## config.mk

```make
export PLATFORM = sky130hd
export DESIGN_NAME = trace_cfg_bank
export DESIGN_NICKNAME = d
export VERILOG_FILES = /design/src/verilog/trace_cfg_pkg.sv /design/src/verilog/cfg_word.sv /design/src/verilog/pin_sync.sv /design/src/verilog/trace_cfg_bank.sv
export SDC_FILE = /design/constraint.sdc
export NUM_CORES = 1
export LEC_CHECK = 0
export BUFFER_PORTS_ARGS = -buffer_cell sky130_fd_sc_hd__buf_2
export CORE_AREA = 2 2 119 121
export CTS_CLUSTER_DIAMETER = 50
export DETAILED_ROUTE_END_ITERATION = 10
export DIE_AREA = 0 0 121 123
export HOLD_SLACK_MARGIN = 0.1
export MAX_ROUTING_LAYER = met4
export PLACE_DENSITY = 0.77
export SLEW_MARGIN = 20
export SYNTH_ARGS = -nofsm -noshare
export SYNTH_HDL_FRONTEND = slang
export SYNTH_HIERARCHICAL = 1
export SYNTH_SLANG_ARGS = --single-unit
export TNS_END_PERCENT = 5
```

## constraint.sdc

```tcl
create_clock -name mclk -period 7.1 [get_ports mclk]
set_input_delay 0 -clock mclk [delete_from_list [all_inputs] [get_ports mclk]]
set_output_delay 0 -clock mclk [all_outputs]
set_load 0.1 [all_outputs]
```

## src/verilog/trace_cfg_pkg.sv

```systemverilog
// trace_cfg_pkg: constants, field layouts and carrier types of the
// trace driver rate settings bank.
// assumes: imported by trace_cfg_bank, its checker and its testbench.

package trace_cfg_pkg;

	////////////////////////////////////////////////////////////////////////
	// serial frame layout
	localparam int          WORD_W       = 16;
	localparam int          ADDR_W       = 12;
	localparam int          BIT_CNT_W    = 4;
	localparam int          CMD_READ_BIT = 15;
	localparam int          CMD_ADDR_MSB = 11;
	localparam int          CMD_ADDR_LSB = 0;

	////////////////////////////////////////////////////////////////////////
	// register offsets
	localparam logic [11:0] OFS_OUT0_RATE3_EMPH  = 12'h032;
	localparam logic [11:0] OFS_OUT0_RATE3_SWING = 12'h033;
	localparam logic [11:0] OFS_OUT1_RATE6_EMPH  = 12'h034;
	localparam logic [11:0] OFS_OUT1_RATE6_SWING = 12'h035;

	////////////////////////////////////////////////////////////////////////
	// field positions
	localparam int          EMPH_WIDTH_MSB = 12;
	localparam int          EMPH_WIDTH_LSB = 8;
	localparam int          EMPH_POWER_BIT = 6;
	localparam int          EMPH_AMPL_MSB  = 5;
	localparam int          EMPH_AMPL_LSB  = 0;
	localparam int          SWING_MSB      = 13;
	localparam int          SWING_LSB      = 8;

	////////////////////////////////////////////////////////////////////////
	// reset values, reserved bits included
	// emphasis word: width 2, power on, amplitude 1
	localparam logic [15:0] RST_EMPH_WORD  = 16'h0201;
	// swing word: swing 11h, reserved low byte 70h
	localparam logic [15:0] RST_SWING_WORD = 16'h1170;

	////////////////////////////////////////////////////////////////////////
	// carrier types
	typedef struct packed {
		logic [4:0] pulse_width;
		logic       power_off;
		logic [5:0] amplitude;
	} emph_cfg_t;

	typedef struct packed {
		emph_cfg_t  emph;
		logic [5:0] swing;
	} driver_cfg_t;

	typedef enum logic {ST_CMD, ST_DATA} frame_state_t;

endpackage : trace_cfg_pkg
```

## src/verilog/cfg_word.sv

```systemverilog
// cfg_word: one 16-bit read/write configuration word.
// assumes: write strobe is a one-cycle pulse on mclk; every bit, the
// reserved ones included, is stored so readback returns what was written.

`timescale 1ns/1ps
`default_nettype none

module cfg_word #(
	parameter int          W       = 16,
	parameter logic [15:0] RST_VAL = 16'h0000
) (
	// clock and reset
	input  wire logic         mclk,
	input  wire logic         nrst,
	// write port
	input  wire logic         wr_stb,
	input  wire logic [W-1:0] wr_data,
	// stored word
	output var  logic [W-1:0] word
);

	always_ff @(posedge mclk or negedge nrst) begin
		if (!nrst) begin
			word <= RST_VAL[W-1:0];
		end else if (wr_stb) begin
			word <= wr_data;
		end
	end

endmodule : cfg_word

`default_nettype wire

```

## src/verilog/pin_sync.sv

```systemverilog
// pin_sync: three-stage synchroniser for one pin with agreement filter.
// assumes: pin is asynchronous to mclk; output changes only when the
// second and third stages agree.

`timescale 1ns/1ps
`default_nettype none

module pin_sync #(
	parameter logic RST_VAL = 1'b0
) (
	// clock and reset
	input  wire logic mclk,
	input  wire logic nrst,
	// pin and filtered level
	input  wire logic pin,
	output var  logic level
);

	logic s1_r;
	logic s2_r;
	logic s3_r;
	logic agree;

	// s1_r feeds s2_r only, to keep metastability contained
	assign agree = (s2_r == s3_r);

	always_ff @(posedge mclk or negedge nrst) begin
		if (!nrst) begin
			s1_r  <= RST_VAL;
			s2_r  <= RST_VAL;
			s3_r  <= RST_VAL;
			level <= RST_VAL;
		end else begin
			s1_r <= pin;
			s2_r <= s1_r;
			s3_r <= s2_r;
			if (agree) begin
				level <= s3_r;
			end
		end
	end

endmodule : pin_sync

`default_nettype wire

```

## src/verilog/trace_cfg_bank.sv

```systemverilog
// trace_cfg_bank: serial-accessed settings bank for the trace driver,
// rate 3 on output zero and rate 6 on output one.
// assumes: host drives sclk, cs_n and sdin as a plain serial master;
// all pins are asynchronous to mclk and much slower than it.
//
// Functional notes
// RL1: out0 rate3 pulse width, bits 12:8, reset 2
// RL2: out0 rate3 emphasis power-off bit 6, reset 0
// RL3: out0 rate3 emphasis amplitude, bits 5:0, reset 1
// RL4: out0 rate3 swing, bits 13:8, reset 11h
// RL5: out1 rate6 pulse width, bits 12:8, reset 2
// RL6: out1 rate6 emphasis power-off bit 6, reset 0
// RL7: out1 rate6 emphasis amplitude, bits 5:0, reset 1
// RL8: out1 rate6 swing, bits 13:8, reset 11h
// RL9: host preserves reserved bits when writing
// RL10: host writes only in-range field codes

`timescale 1ns/1ps
`default_nettype none

module trace_cfg_bank
	import trace_cfg_pkg::*;
(
	// clock and reset
	input  wire logic                 mclk,
	input  wire logic                 nrst,
	// serial control pins
	input  wire logic                 sclk,
	input  wire logic                 cs_n,
	input  wire logic                 sdin,
	output var  logic                 sdout,
	output var  logic                 sdout_oe,
	// settings toward the analogue drivers
	output var  trace_cfg_pkg::driver_cfg_t out0_rate3_cfg,
	output var  trace_cfg_pkg::driver_cfg_t out1_rate6_cfg
);

	import trace_cfg_pkg::*;

	////////////////////////////////////////////////////////////////////////
	// pin synchronisers

	logic sclk_f;
	logic cs_n_f;
	logic sdin_f;

	pin_sync #(
		.RST_VAL (1'b0)
	) u_sync_sclk (
		.mclk  (mclk),
		.nrst  (nrst),
		.pin   (sclk),
		.level (sclk_f)
	);

	// chip select idles high so a reset never looks like a frame start
	pin_sync #(
		.RST_VAL (1'b1)
	) u_sync_cs (
		.mclk  (mclk),
		.nrst  (nrst),
		.pin   (cs_n),
		.level (cs_n_f)
	);

	pin_sync #(
		.RST_VAL (1'b0)
	) u_sync_sdin (
		.mclk  (mclk),
		.nrst  (nrst),
		.pin   (sdin),
		.level (sdin_f)
	);

	////////////////////////////////////////////////////////////////////////
	// serial clock edges

	logic sclk_prev_r;
	logic sclk_rise;
	logic sclk_fall;
	logic frame_on;

	assign frame_on  = ~cs_n_f;
	assign sclk_rise = frame_on & sclk_f & ~sclk_prev_r;
	assign sclk_fall = frame_on & ~sclk_f & sclk_prev_r;

	always_ff @(posedge mclk or negedge nrst) begin
		if (!nrst) begin
			sclk_prev_r <= 1'b0;
		end else begin
			sclk_prev_r <= sclk_f;
		end
	end

	////////////////////////////////////////////////////////////////////////
	// frame state

	frame_state_t            state_r;
	frame_state_t            state_nxt;
	logic [WORD_W-1:0]       shift_in_r;
	logic [WORD_W-1:0]       shift_in_nxt;
	logic [BIT_CNT_W-1:0]    bit_cnt_r;
	logic [BIT_CNT_W-1:0]    bit_cnt_nxt;
	logic                    read_r;
	logic                    read_nxt;
	logic [ADDR_W-1:0]       addr_r;
	logic [ADDR_W-1:0]       addr_nxt;
	logic [WORD_W-1:0]       shift_out_r;
	logic [WORD_W-1:0]       shift_out_nxt;
	logic                    wr_stb_r;
	logic                    wr_stb_nxt;
	logic [WORD_W-1:0]       wr_data_r;
	logic [ADDR_W-1:0]       wr_addr_r;
	logic                    sdout_nxt;
	logic                    sdout_oe_nxt;

	logic [WORD_W-1:0]       word_in;
	logic                    word_done;
	logic [ADDR_W-1:0]       addr_inc;
	logic [ADDR_W-1:0]       look_addr;
	logic [WORD_W-1:0]       rd_data;

	assign word_in   = {shift_in_r[WORD_W-2:0], sdin_f};
	assign word_done = sclk_rise && (bit_cnt_r == {BIT_CNT_W{1'b1}});
	assign addr_inc  = addr_r + {{(ADDR_W-1){1'b0}}, 1'b1};
	// the word to be shifted out next: the one just addressed by the
	// command, or the following one in a burst
	assign look_addr = (state_r == ST_CMD) ?
		word_in[CMD_ADDR_MSB:CMD_ADDR_LSB] : addr_inc;

	////////////////////////////////////////////////////////////////////////
	// stored words

	logic [WORD_W-1:0] emph0_word;
	logic [WORD_W-1:0] swing0_word;
	logic [WORD_W-1:0] emph1_word;
	logic [WORD_W-1:0] swing1_word;
	logic              hit_emph0;
	logic              hit_swing0;
	logic              hit_emph1;
	logic              hit_swing1;

	assign hit_emph0  = wr_stb_r && (wr_addr_r == OFS_OUT0_RATE3_EMPH);
	assign hit_swing0 = wr_stb_r && (wr_addr_r == OFS_OUT0_RATE3_SWING);
	assign hit_emph1  = wr_stb_r && (wr_addr_r == OFS_OUT1_RATE6_EMPH);
	assign hit_swing1 = wr_stb_r && (wr_addr_r == OFS_OUT1_RATE6_SWING);

	// reserved bits are stored as written; keeping them is up to the host
	cfg_word #(
		.W       (WORD_W),
		.RST_VAL (RST_EMPH_WORD)
	) u_emph0 (
		.mclk    (mclk),
		.nrst    (nrst),
		.wr_stb  (hit_emph0),
		.wr_data (wr_data_r),
		.word    (emph0_word)
	); // see RL1 see RL2 see RL3 see RL9

	cfg_word #(
		.W       (WORD_W),
		.RST_VAL (RST_SWING_WORD)
	) u_swing0 (
		.mclk    (mclk),
		.nrst    (nrst),
		.wr_stb  (hit_swing0),
		.wr_data (wr_data_r),
		.word    (swing0_word)
	); // see RL4 see RL9

	cfg_word #(
		.W       (WORD_W),
		.RST_VAL (RST_EMPH_WORD)
	) u_emph1 (
		.mclk    (mclk),
		.nrst    (nrst),
		.wr_stb  (hit_emph1),
		.wr_data (wr_data_r),
		.word    (emph1_word)
	); // see RL5 see RL6 see RL7 see RL9

	cfg_word #(
		.W       (WORD_W),
		.RST_VAL (RST_SWING_WORD)
	) u_swing1 (
		.mclk    (mclk),
		.nrst    (nrst),
		.wr_stb  (hit_swing1),
		.wr_data (wr_data_r),
		.word    (swing1_word)
	); // see RL8 see RL9

	// field slices; the stored words are flops so outputs stay registered
	assign out0_rate3_cfg.emph.pulse_width =
		emph0_word[EMPH_WIDTH_MSB:EMPH_WIDTH_LSB]; // see RL1
	assign out0_rate3_cfg.emph.power_off =
		emph0_word[EMPH_POWER_BIT]; // see RL2
	assign out0_rate3_cfg.emph.amplitude =
		emph0_word[EMPH_AMPL_MSB:EMPH_AMPL_LSB]; // see RL3
	assign out0_rate3_cfg.swing =
		swing0_word[SWING_MSB:SWING_LSB]; // see RL4
	assign out1_rate6_cfg.emph.pulse_width =
		emph1_word[EMPH_WIDTH_MSB:EMPH_WIDTH_LSB]; // see RL5
	assign out1_rate6_cfg.emph.power_off =
		emph1_word[EMPH_POWER_BIT]; // see RL6
	assign out1_rate6_cfg.emph.amplitude =
		emph1_word[EMPH_AMPL_MSB:EMPH_AMPL_LSB]; // see RL7
	assign out1_rate6_cfg.swing =
		swing1_word[SWING_MSB:SWING_LSB]; // see RL8

	////////////////////////////////////////////////////////////////////////
	// read selection; unmapped offsets read as zero

	assign rd_data =
		(look_addr == OFS_OUT0_RATE3_EMPH)  ? emph0_word  :
		(look_addr == OFS_OUT0_RATE3_SWING) ? swing0_word :
		(look_addr == OFS_OUT1_RATE6_EMPH)  ? emph1_word  :
		(look_addr == OFS_OUT1_RATE6_SWING) ? swing1_word :
		16'h0000;

	////////////////////////////////////////////////////////////////////////
	// frame engine

	always_comb begin
		state_nxt     = state_r;
		shift_in_nxt  = shift_in_r;
		bit_cnt_nxt   = bit_cnt_r;
		read_nxt      = read_r;
		addr_nxt      = addr_r;
		shift_out_nxt = shift_out_r;
		wr_stb_nxt    = 1'b0;
		sdout_nxt     = sdout;
		sdout_oe_nxt  = frame_on && read_r && (state_r == ST_DATA);
		if (!frame_on) begin
			// a frame cut short drops its partial word
			state_nxt    = ST_CMD;
			bit_cnt_nxt  = {BIT_CNT_W{1'b0}};
			read_nxt     = 1'b0;
			sdout_nxt    = 1'b0;
			sdout_oe_nxt = 1'b0;
		end else if (sclk_rise) begin
			shift_in_nxt = word_in;
			bit_cnt_nxt  = bit_cnt_r + {{(BIT_CNT_W-1){1'b0}}, 1'b1};
			if (word_done) begin
				case (state_r)
					ST_CMD: begin
						state_nxt = ST_DATA;
						read_nxt  = word_in[CMD_READ_BIT];
						addr_nxt  = word_in[CMD_ADDR_MSB:CMD_ADDR_LSB];
						if (word_in[CMD_READ_BIT]) begin
							shift_out_nxt = rd_data;
						end
					end
					ST_DATA: begin
						// bursts walk upward one word per data word
						addr_nxt = addr_inc;
						if (read_r) begin
							shift_out_nxt = rd_data;
						end else begin
							wr_stb_nxt = 1'b1;
						end
					end
					default: begin
						state_nxt = ST_CMD;
					end
				endcase
			end
		end else if (sclk_fall && read_r && (state_r == ST_DATA)) begin
			sdout_nxt     = shift_out_r[WORD_W-1];
			shift_out_nxt = {shift_out_r[WORD_W-2:0], 1'b0};
		end
	end

	always_ff @(posedge mclk or negedge nrst) begin
		if (!nrst) begin
			state_r     <= ST_CMD;
			shift_in_r  <= 16'h0000;
			bit_cnt_r   <= 4'h0;
			read_r      <= 1'b0;
			addr_r      <= 12'h000;
			shift_out_r <= 16'h0000;
			wr_stb_r    <= 1'b0;
			wr_data_r   <= 16'h0000;
			wr_addr_r   <= 12'h000;
			sdout       <= 1'b0;
			sdout_oe    <= 1'b0;
		end else begin
			state_r     <= state_nxt;
			shift_in_r  <= shift_in_nxt;
			bit_cnt_r   <= bit_cnt_nxt;
			read_r      <= read_nxt;
			addr_r      <= addr_nxt;
			shift_out_r <= shift_out_nxt;
			wr_stb_r    <= wr_stb_nxt;
			sdout       <= sdout_nxt;
			sdout_oe    <= sdout_oe_nxt;
			if (wr_stb_nxt) begin
				wr_data_r <= word_in;
				wr_addr_r <= addr_r;
			end
		end
	end

endmodule : trace_cfg_bank

`default_nettype wire

```

Yosys cells after proc, flatten, opt, wreduce, memory -nomap -nowiden. Index checks and enable logic that the tools add are counted.

Word-level logic and storage cells: 104. Bits in registers: 157. Output and inout port bits: 38. Input bits: 5.

Bitwise logic cells: 8. Add/subtract/negate cells: 2. Multiplexer cells: 30. Eq/ne operators: 17. Reductions and logical operators: 19.

Operator list (count): 16-bit 2-to-1 mux (9); 12-bit by 6-bit == test with 1-bit output (second input constant) (8); 16-bit one-hot mux with 2 select lines (1); 12-bit one-hot mux with 2 select lines (1); 1-bit 2-to-1 mux (16); 12-bit by 1-bit adder with 12-bit output (second input constant) (1); 12-bit 2-to-1 mux (1); 1-bit logical AND (9); 4-bit 2-to-1 mux (2); 2-bit nonzero test (4); 2-bit by 1-bit inequality test with 1-bit output (second input constant) (3); 2-bit AND reduction (3); 3-bit AND reduction (2); 5-bit AND reduction (1); 4-bit by 1-bit adder with 4-bit output (second input constant) (1); 1-bit bitwise AND (4); 4-bit == test (second input constant) (1); 1-bit inverter (4); 1-bit == test (3); 3-bit by 2-bit inequality test with 1-bit output (second input constant) (1); 3-bit inequality test (second input constant) (1).

Depth between registers and ports, before layout. Gate-level depths: netlist (run 1).

Depth in word-level cells: 11. Mapped depth: 10.

Modules after synthesis. The synthesis (run 1) kept the hierarchy.

By module, submodules not included: trace_cfg_bank (cells an instance 412, instances 1, area each 4336.7 µm²); cfg_word (u_swing0 ...) (cells an instance 34, instances 2, area each 655.6 µm²); cfg_word (u_emph0 ...) (cells an instance 34, instances 2, area each 651.9 µm²); pin_sync (u_sync_sclk ...) (cells an instance 5, instances 2, area each 111.4 µm²); pin_sync (u_sync_cs) (cells an instance 5, instances 1, area each 116.4 µm²).

Least setup slack after synthesis (run 1). OpenSTA, ideal clock, no wires.

Kind: register to register. From: register addr_r[0]. To: register shift_out_r[10]. Setup slack: 4848 ps. Buffers on the path: 2. Required time: 7019 ps. Data arrival time: 2171 ps. Stages on the path, launching flop included: 10. Cell sequence: dfrtp_1 -> ha_1 -> nand3_1 -> nor2_1 -> xnor2_1 -> a32oi_1 -> or4_1 -> buf_6 -> buf_12 -> o22ai_2.

Word-level cells in the longest chain between the ends: 11. Elaborated cells between the ends (all ways): 15. Classes of those cells: add/sub (1); eq/ne (4); mux (10).

RTL lines: start: declaration (line trace_cfg_bank.sv:106) `logic [ADDR_W-1:0] addr_r;`; start signal: assignment (line trace_cfg_bank.sv:292) `addr_r <= addr_nxt;`; 12-bit by 1-bit adder with 12-bit output (*) (line trace_cfg_bank.sv:125) `assign addr_inc = addr_r + {{(ADDR_W-1){1'b0}}, 1'b1};`; 12-bit 2-to-1 mux (*) (line trace_cfg_bank.sv:128) `assign look_addr = (state_r == ST_CMD) ?`; 12-bit by 6-bit == test with 1-bit output (line trace_cfg_bank.sv:218) `(look_addr == OFS_OUT1_RATE6_SWING) ? swing1_word :`; 16-bit 2-to-1 mux (line trace_cfg_bank.sv:218); 16-bit 2-to-1 mux (line trace_cfg_bank.sv:217) `(look_addr == OFS_OUT1_RATE6_EMPH) ? emph1_word :`; 16-bit 2-to-1 mux (line trace_cfg_bank.sv:216) `(look_addr == OFS_OUT0_RATE3_SWING) ? swing0_word :`; 16-bit 2-to-1 mux (*) (line trace_cfg_bank.sv:215) `(look_addr == OFS_OUT0_RATE3_EMPH) ? emph0_word :`; 16-bit 2-to-1 mux (on tied branches) (line trace_cfg_bank.sv:257, trace_cfg_bank.sv:250); 16-bit one-hot mux with 2 select lines (*) (line trace_cfg_bank.sv:245) `case (state_r)`; 16-bit 2-to-1 mux (*) (line trace_cfg_bank.sv:244) `if (word_done) begin`; 16-bit 2-to-1 mux (*) (line trace_cfg_bank.sv:241) `end else if (sclk_rise) begin`; end signal: assignment (line trace_cfg_bank.sv:293) `shift_out_r <= shift_out_nxt;`; end: declaration (line trace_cfg_bank.sv:108) `logic [WORD_W-1:0] shift_out_r;`.

Mark *: on every way between the ends. The rest lies on a longest branch, timed or not. The select of a mux whose other input is x is not followed. A chain may end at the register's enable or synchronous reset.

Worst setup path after layout (run 1).
From: register state_r. To: register shift_out_r[14].

Word-level cells in the longest chain between the ends: 10. Elaborated cells between the ends (all ways): 20. Classes of those cells: eq/ne (6); mux (10); bitwise (1); reduce/logical (3).

RTL lines: start: declaration (line trace_cfg_bank.sv:98) `frame_state_t state_r;`; start signal: assignment (line trace_cfg_bank.sv:288) `state_r <= state_nxt;`; 12-bit 2-to-1 mux (line trace_cfg_bank.sv:128); 12-bit by 6-bit == test with 1-bit output (line trace_cfg_bank.sv:218); 16-bit 2-to-1 mux (line trace_cfg_bank.sv:218); 16-bit 2-to-1 mux (line trace_cfg_bank.sv:217); 16-bit 2-to-1 mux (line trace_cfg_bank.sv:216); 16-bit 2-to-1 mux (line trace_cfg_bank.sv:215); 16-bit 2-to-1 mux (on tied branches) (line trace_cfg_bank.sv:257, trace_cfg_bank.sv:250); 16-bit one-hot mux with 2 select lines (line trace_cfg_bank.sv:245); 16-bit 2-to-1 mux (line trace_cfg_bank.sv:244); 16-bit 2-to-1 mux (line trace_cfg_bank.sv:241).

Several ways; a longest one is shown, not always the timed one. The select of a mux whose other input is x is not followed.

==> results of run 1 <==
## power by group through the flow
| stage | registers, mW | logic [mW] | clock network (mW) |
|---|---|---|---|
| floorplan | 0.968 | 0.112 | 0 |
| global placement | 0.987 | 0.157 | 0 |
| detailed placement | 0.988 | 0.162 | 0 |
| CTS | 0.973 | 0.165 | 0.959 |
| global route | 0.978 | 0.181 | 0.994 |
| finish | 0.972 | 0.165 | 0.950 |
## metrics by stage
step	total power [mW]	setup WS (ns)	cells	hold WS, ns
after floorplan	1.08	4.85	563	-0.296
after global placement	1.14	4.22	753	0.106
after detailed placement	1.15	4.06	753	0.106
after CTS	2.10	4.06	789	0.198
after global routing	2.15	3.80	789	0.214
final	2.09	3.97	789	0.209
## routing by layer
layer	wire (um)	vias to the layer above	part of all wire	track usage
li1	-	2106	-	-
met1	6870	2420	0.45	0.304
met2	7470	121	0.49	0.345
met3	602	27	0.039	0.0443
met4	325	0	0.021	0.0945
met5	0	-	0	-
## critical path, stage by stage (launching register included)
cell      delay [ns]
dfrtp_1         0.97
nand2_1         0.22
o22ai_2         0.63
nand2_1         0.60
o221ai_1        0.42
o22ai_2         0.13
## cells in the final DEF (no fill, tap or decap), types with 3 or more instances in the layout
cell type and instances:
a21oi_1 12, a31oi_1 3, buf_2 41, buf_4 8
bufinv_16 4, clkbuf_16 17, clkinv_2 7, dfrtp_1 139
dfstp_2 18, dlygate4sd3_1 4, inv_1 5, maj3_2 3
mux2_2 68, mux2_4 40, mux2i_1 20, nand2_1 49
nand2b_1 7, nand3_1 24, nor2_1 14, nor2_2 3
nor2_4 3, o21ai_0 23, o221ai_1 15, o22ai_1 16
o22ai_2 12, xnor2_1 7, xor2_1 3
## what timing repair did
| action | 4_1_cts | 5_1_grt |
|---|---|---|
| endpoints found under the hold margin | 92 | 0 |
| gates resized for setup | 0 | 0 |
| hold buffers | 4 | 0 |
| endpoints found under the setup margin | 0 | 0 |
## cell families (layout without fill, tap and decap cells)
group                    after synthesis  after routing  share of synthesized area
AND/OR/NAND/NOR                      131            131                     0.0910
XOR/XNOR                              10             10                     0.0120
flip-flops                           157            157                      0.542
adder cells (fa/ha/maj)                5              5                    0.00807
multiplexers                         128            128                      0.215
AO/OA/AOI/OAI                         87             87                     0.0858
buffers and inverters                 45             91                     0.0463
## path summary, 6_finish.rpt
path                             startpoint          endpoint
max                                 state_r   shift_out_r[14]
min reg2reg                u_sync_sclk/s1_r  u_sync_sclk/s2_r
max in group asynchronous              nrst     shift_in_r[4]
max reg2reg                         state_r   shift_out_r[14]
min                                    cs_n    u_sync_cs/s1_r
min in group asynchronous              nrst   u_emph0/word[3]
## layout make-up
| cell class | instances | area [um2] | area share |
|---|---|---|---|
| flip-flops and latches | 157 | 3950 | 0.484 |
| multi-input cells | 361 | 3040 | 0.372 |
| clock buffers | 19 | 443 | 0.0542 |
| repair buffers | 54 | 317 | 0.0388 |
| well taps | 180 | 225 | 0.0276 |
| clock inverters | 13 | 171 | 0.0210 |
| inverters | 5 | 18.8 | 0.00230 |
## flip-flops by register name, summed over array words and instances (netlist names), 15 cells and up
name,cells
u_swing1/word,16
shift_out_r,16
shift_in_r,15
u_emph1/word,16
u_swing0/word,16
wr_data_r,16
u_emph0/word,16
==> results.ini, run 1 <==
[floorplanning]
fp.dieW_um=121
rows=43
ios=43
start_util=0.536
core_area_um2=13600
die_h_um=123
die_area_um2=14900

[outcome]
run_status=finished clean

[sta]
skew_ns=0.00644
hold_viol_final=0
worstMarginPinSlew_ns=1.00
grt_setup_unrepaired=false
max_freq_mhz=319
fin_setup_tns_ns=0
setup_viol=0
fin_crit_ns=3.13
fin_crit_sh=0.441
relSlewSlack=0.327
slew_viol_final=0

[cells_and_area]
fin_util=0.600
fin_nets=603
fin_area_um2=8170
post_route_cells_drive_above_1_share=0.391
fill_cells=1053
n_antenna_cell=0
area_growth_syn_to_layout_pct=12.0

[job]
drv_cap=0

[detailed_routing]
drt-total-wl_mm=15.3
vias_per_cell=5.92
antenna_left=0
detailroute.via_count=4674
dr.pass1.iters=5
route.detailed.drc=0
wire_per_inst_um=19.4
drt_iter0_markers=482

[yosys]
syn_nets=570
syn_inst=563
avgSynthCellArea_um2=12.9
yosys_warnings=6
synth.area.top_cells=dfrtp_1, mux2_2, mux2_4, dfstp_2, mux2i_1
synth-main-ff-cell=dfrtp_1
yosys.cell_count.top_type=dfrtp_1
synth_area_leader_cell=dfrtp_1
synth_edf_count=0
synth_top_area_share=0.477
ys_types=54
async_flop_share=1.00
syn-cell-area_um2=7290
ys_ff_latch=157
synth_common_cells=dfrtp_1, mux2_2, nand2_1, mux2_4, nand3_1
yosysSeqAreaShare=0.542

[hold_path]
min_path_type=input pin to flip-flop
hold_depth=2

[global_routing]
grt_usage=0.228
grt_max_degree=104
grt_pass1_vias=4647
antenna_found_initial=0
grt_pass1_wl_mm=25.2
overflow=0

[clocking]
clock_latency_ns=0.43
cts_sinks=157
cts_root_buf=clkbuf_16
cts_max_level=4
clk_pin_slew_worst_paths_ns=0.06
cts_setup_buffers=0
ctsLongestPathBuffers=2
numCtsBuffers=17
cts_tree=built

[power]
power_switching_mw=0.503
p_leak_nw=3.70
sw_frac_of_total=0.241
cell_internal_pwr_mw=1.58
p_clk_frac=0.455
ir_drop_mv=0.166
pwr-share-comb=0.079
p_seq_frac=0.466
p_per_area_nw_per_um2=256

[setup_path]
start_kind=flip-flop
crit_required_ns=7.37
reg2reg_depth=5
worst-setup-path-type=flip-flop to flip-flop
reg2reg_slack_ns=3.97
worstPathArrival_ns=3.41
cp-end-kind=flip-flop
critPathMaxFanout=30

[placed_design]
dp_hpwl_mm=9.81
port_buffers=42
place_area_um2=7510
place_congestion=0.887

No activity file was read; power rests on OpenSTA's default activity.
==> run 2: changes to the inputs <==
Settings changed: PLACE_DENSITY 0.77 to 0.8.
Clock period 7.1 ns to 2.6 ns, I/O delays scaled along.
==> run 2 against run 1 <==
Fmax up 27%. Wire length up 4.5%. Flip-flop and latch count unchanged. Register-to-register slack worse by 3.8 ns. Final cell count up 1.4%. Critical path type unchanged. Highest routed layer unchanged.
==> results.ini, run 2 (synthesized netlist as in run 1, its figures left out) <==
[outcome]
run_status=finished clean

[cells_and_area]
final_common_cell=dfrtp_1
area_growth_syn_to_layout_pct=12.9
n_antenna_cell=0
fin_nets=614
final_cell_mix=dfrtp_1, mux2_2, nand2_1, buf_2, mux2_4
post_route_cells_drive_above_1_share=0.398

[sta]
skew_ns=0.00530
slew_viol_final=0
grt_setup_unrepaired=false
relSlewSlack=0.455
fin_setup_tns_ns=0
max_freq_mhz=405
worstMarginPinSlew_ns=0.816
fin_crit_ns=2.47
fin_crit_sh=0.951
hold_viol_final=0
setup_viol=0

[global_routing]
grt_pass1_vias=4952
grt_use_met3=0.0457
antenna_found_initial=0
use_met2=0.382
grt_max_degree=66
grt-busiest-layer=met2
grt_pass1_wl_mm=26.5
grt_usage=0.239
overflow=0
met1_usage=0.304

[setup_path]
start_kind=flip-flop
cp-end-kind=flip-flop
crit_required_ns=2.94
worstPathArrival_ns=2.81
worst-setup-path-type=flip-flop to flip-flop
critPathMaxFanout=15

[floorplanning]
start_util=0.536
core_area_um2=13600
ios=43
rows=43
die_area_um2=14900
fp.dieW_um=121
die_h_um=123

[clocking]
cts_max_level=4
numCtsBuffers=17
ctsLongestPathBuffers=2
clock_latency_ns=0.43
cts_tree=built
cts_sinks=157
cts_resized=0
clk_pin_slew_worst_paths_ns=0.06
cts_root_buf=clkbuf_16
cts_setup_buffers=0

[power]
sw_frac_of_total=0.242
p_seq_frac=0.472
p_per_area_nw_per_um2=686
pwr-share-comb=0.086
p_clk_frac=0.442
p_total_mw=5.65
ir_drop_mv=0.520
power_switching_mw=1.37
p_leak_nw=3.76
cell_internal_pwr_mw=4.28

[detailed_routing]
dr.pass1.iters=5
wire_per_inst_um=19.9
drt_iter0_markers=563
antenna_left=0
vias_per_cell=5.96
drt-total-wl_mm=16.0
route.detailed.drc=0
detailroute.via_count=4769

[placed_design]
port_buffers=42
place_congestion=0.857
dp_hpwl_mm=10.1

[hold_path]
min_path_type=input pin to async pin

[job]
drv_cap=0

[run 2: changes by cell type in the layout (fill, tap and decap cells not counted), sizes merged]
cell | before | now
buf | 50 | 61
clkbuf | 19 | 25
clkinv | 8 | 5
bufinv | 4 | 2
clkinvlp | 1 | 0
[run 2: path summary, 6_finish.rpt]
kind | from | endpoint | slack [ns] | depth (start not counted)
worst max register to register | addr_r[1] | shift_out_r[4] | 0.13 | 8
max in group asynchronous | nrst | u_emph1/word[0] | 1.60 | 3
worst min-delay path | nrst | u_emph1/word[2] | 0.11 | 2
min in group mclk | sdin | u_sync_sdin/s1_r | 0.21 | 2
worst min register to register | u_sync_sdin/s1_r | u_sync_sdin/s2_r | 0.35 | 0
worst max-delay path | addr_r[1] | shift_out_r[4] | 0.13 | 8
[run 2: per-stage QoR]
step	setup WS, ns	area (um2)	instances	util	hold WS [ns]
6_report	0.128	8230	800	0.605	0.112
5_1_grt	0.00935	8230	800	0.605	0.186
4_1_cts	0.167	8230	800	0.605	0.139
3_5_place_dp	0.198	7590	764	0.558	0.0215
3_3_place_gp	0.303	7590	764	0.558	0.00813
2_1_floorplan	0.348	7290	563	-	-0.296
[run 2: layout make-up]
cell class / count / area [um2]
repair buffers: 65 / 412
fillers: 1027 / 5380
clock buffers: 25 / 515
multi-input cells: 361 / 3030
well taps: 180 / 225
inverters: 5 / 18.8
flip-flops and latches: 157 / 3950
clock inverters: 7 / 85.1
[run 2: repair_timing]
action	in CTS	in global routing
hold endpoints to repair	116	0
setup endpoints to repair	0	0
hold buffers	4	0
[run 2: worst max-delay path, stage by stage (launching register included)]
cell and delay [ns]:
dfrtp_1 0.40, ha_1 0.32, nand3_1 0.15, nor2_1 0.28, xnor2_1 0.16, a32oi_1 0.13, or4_1 0.55, buf_4 0.23
o22ai_1 0.15
[run 2: per-layer routing]
layer  vias to the layer above  share of wire
met4                         0          0.025
met2                       136           0.50
met3                        35          0.043
met5                         -              0
li1                       2130              -
met1                      2468           0.43
[run 2: power groups by stage]
stage	clock network (mW)	registers [mW]	logic (mW)
6_report	2.50	2.67	0.484
3_5_place_dp	0	2.70	0.473
4_1_cts	2.52	2.66	0.484
5_1_grt	2.64	2.68	0.537
2_1_floorplan	0	2.64	0.307
3_3_place_gp	0	2.69	0.457
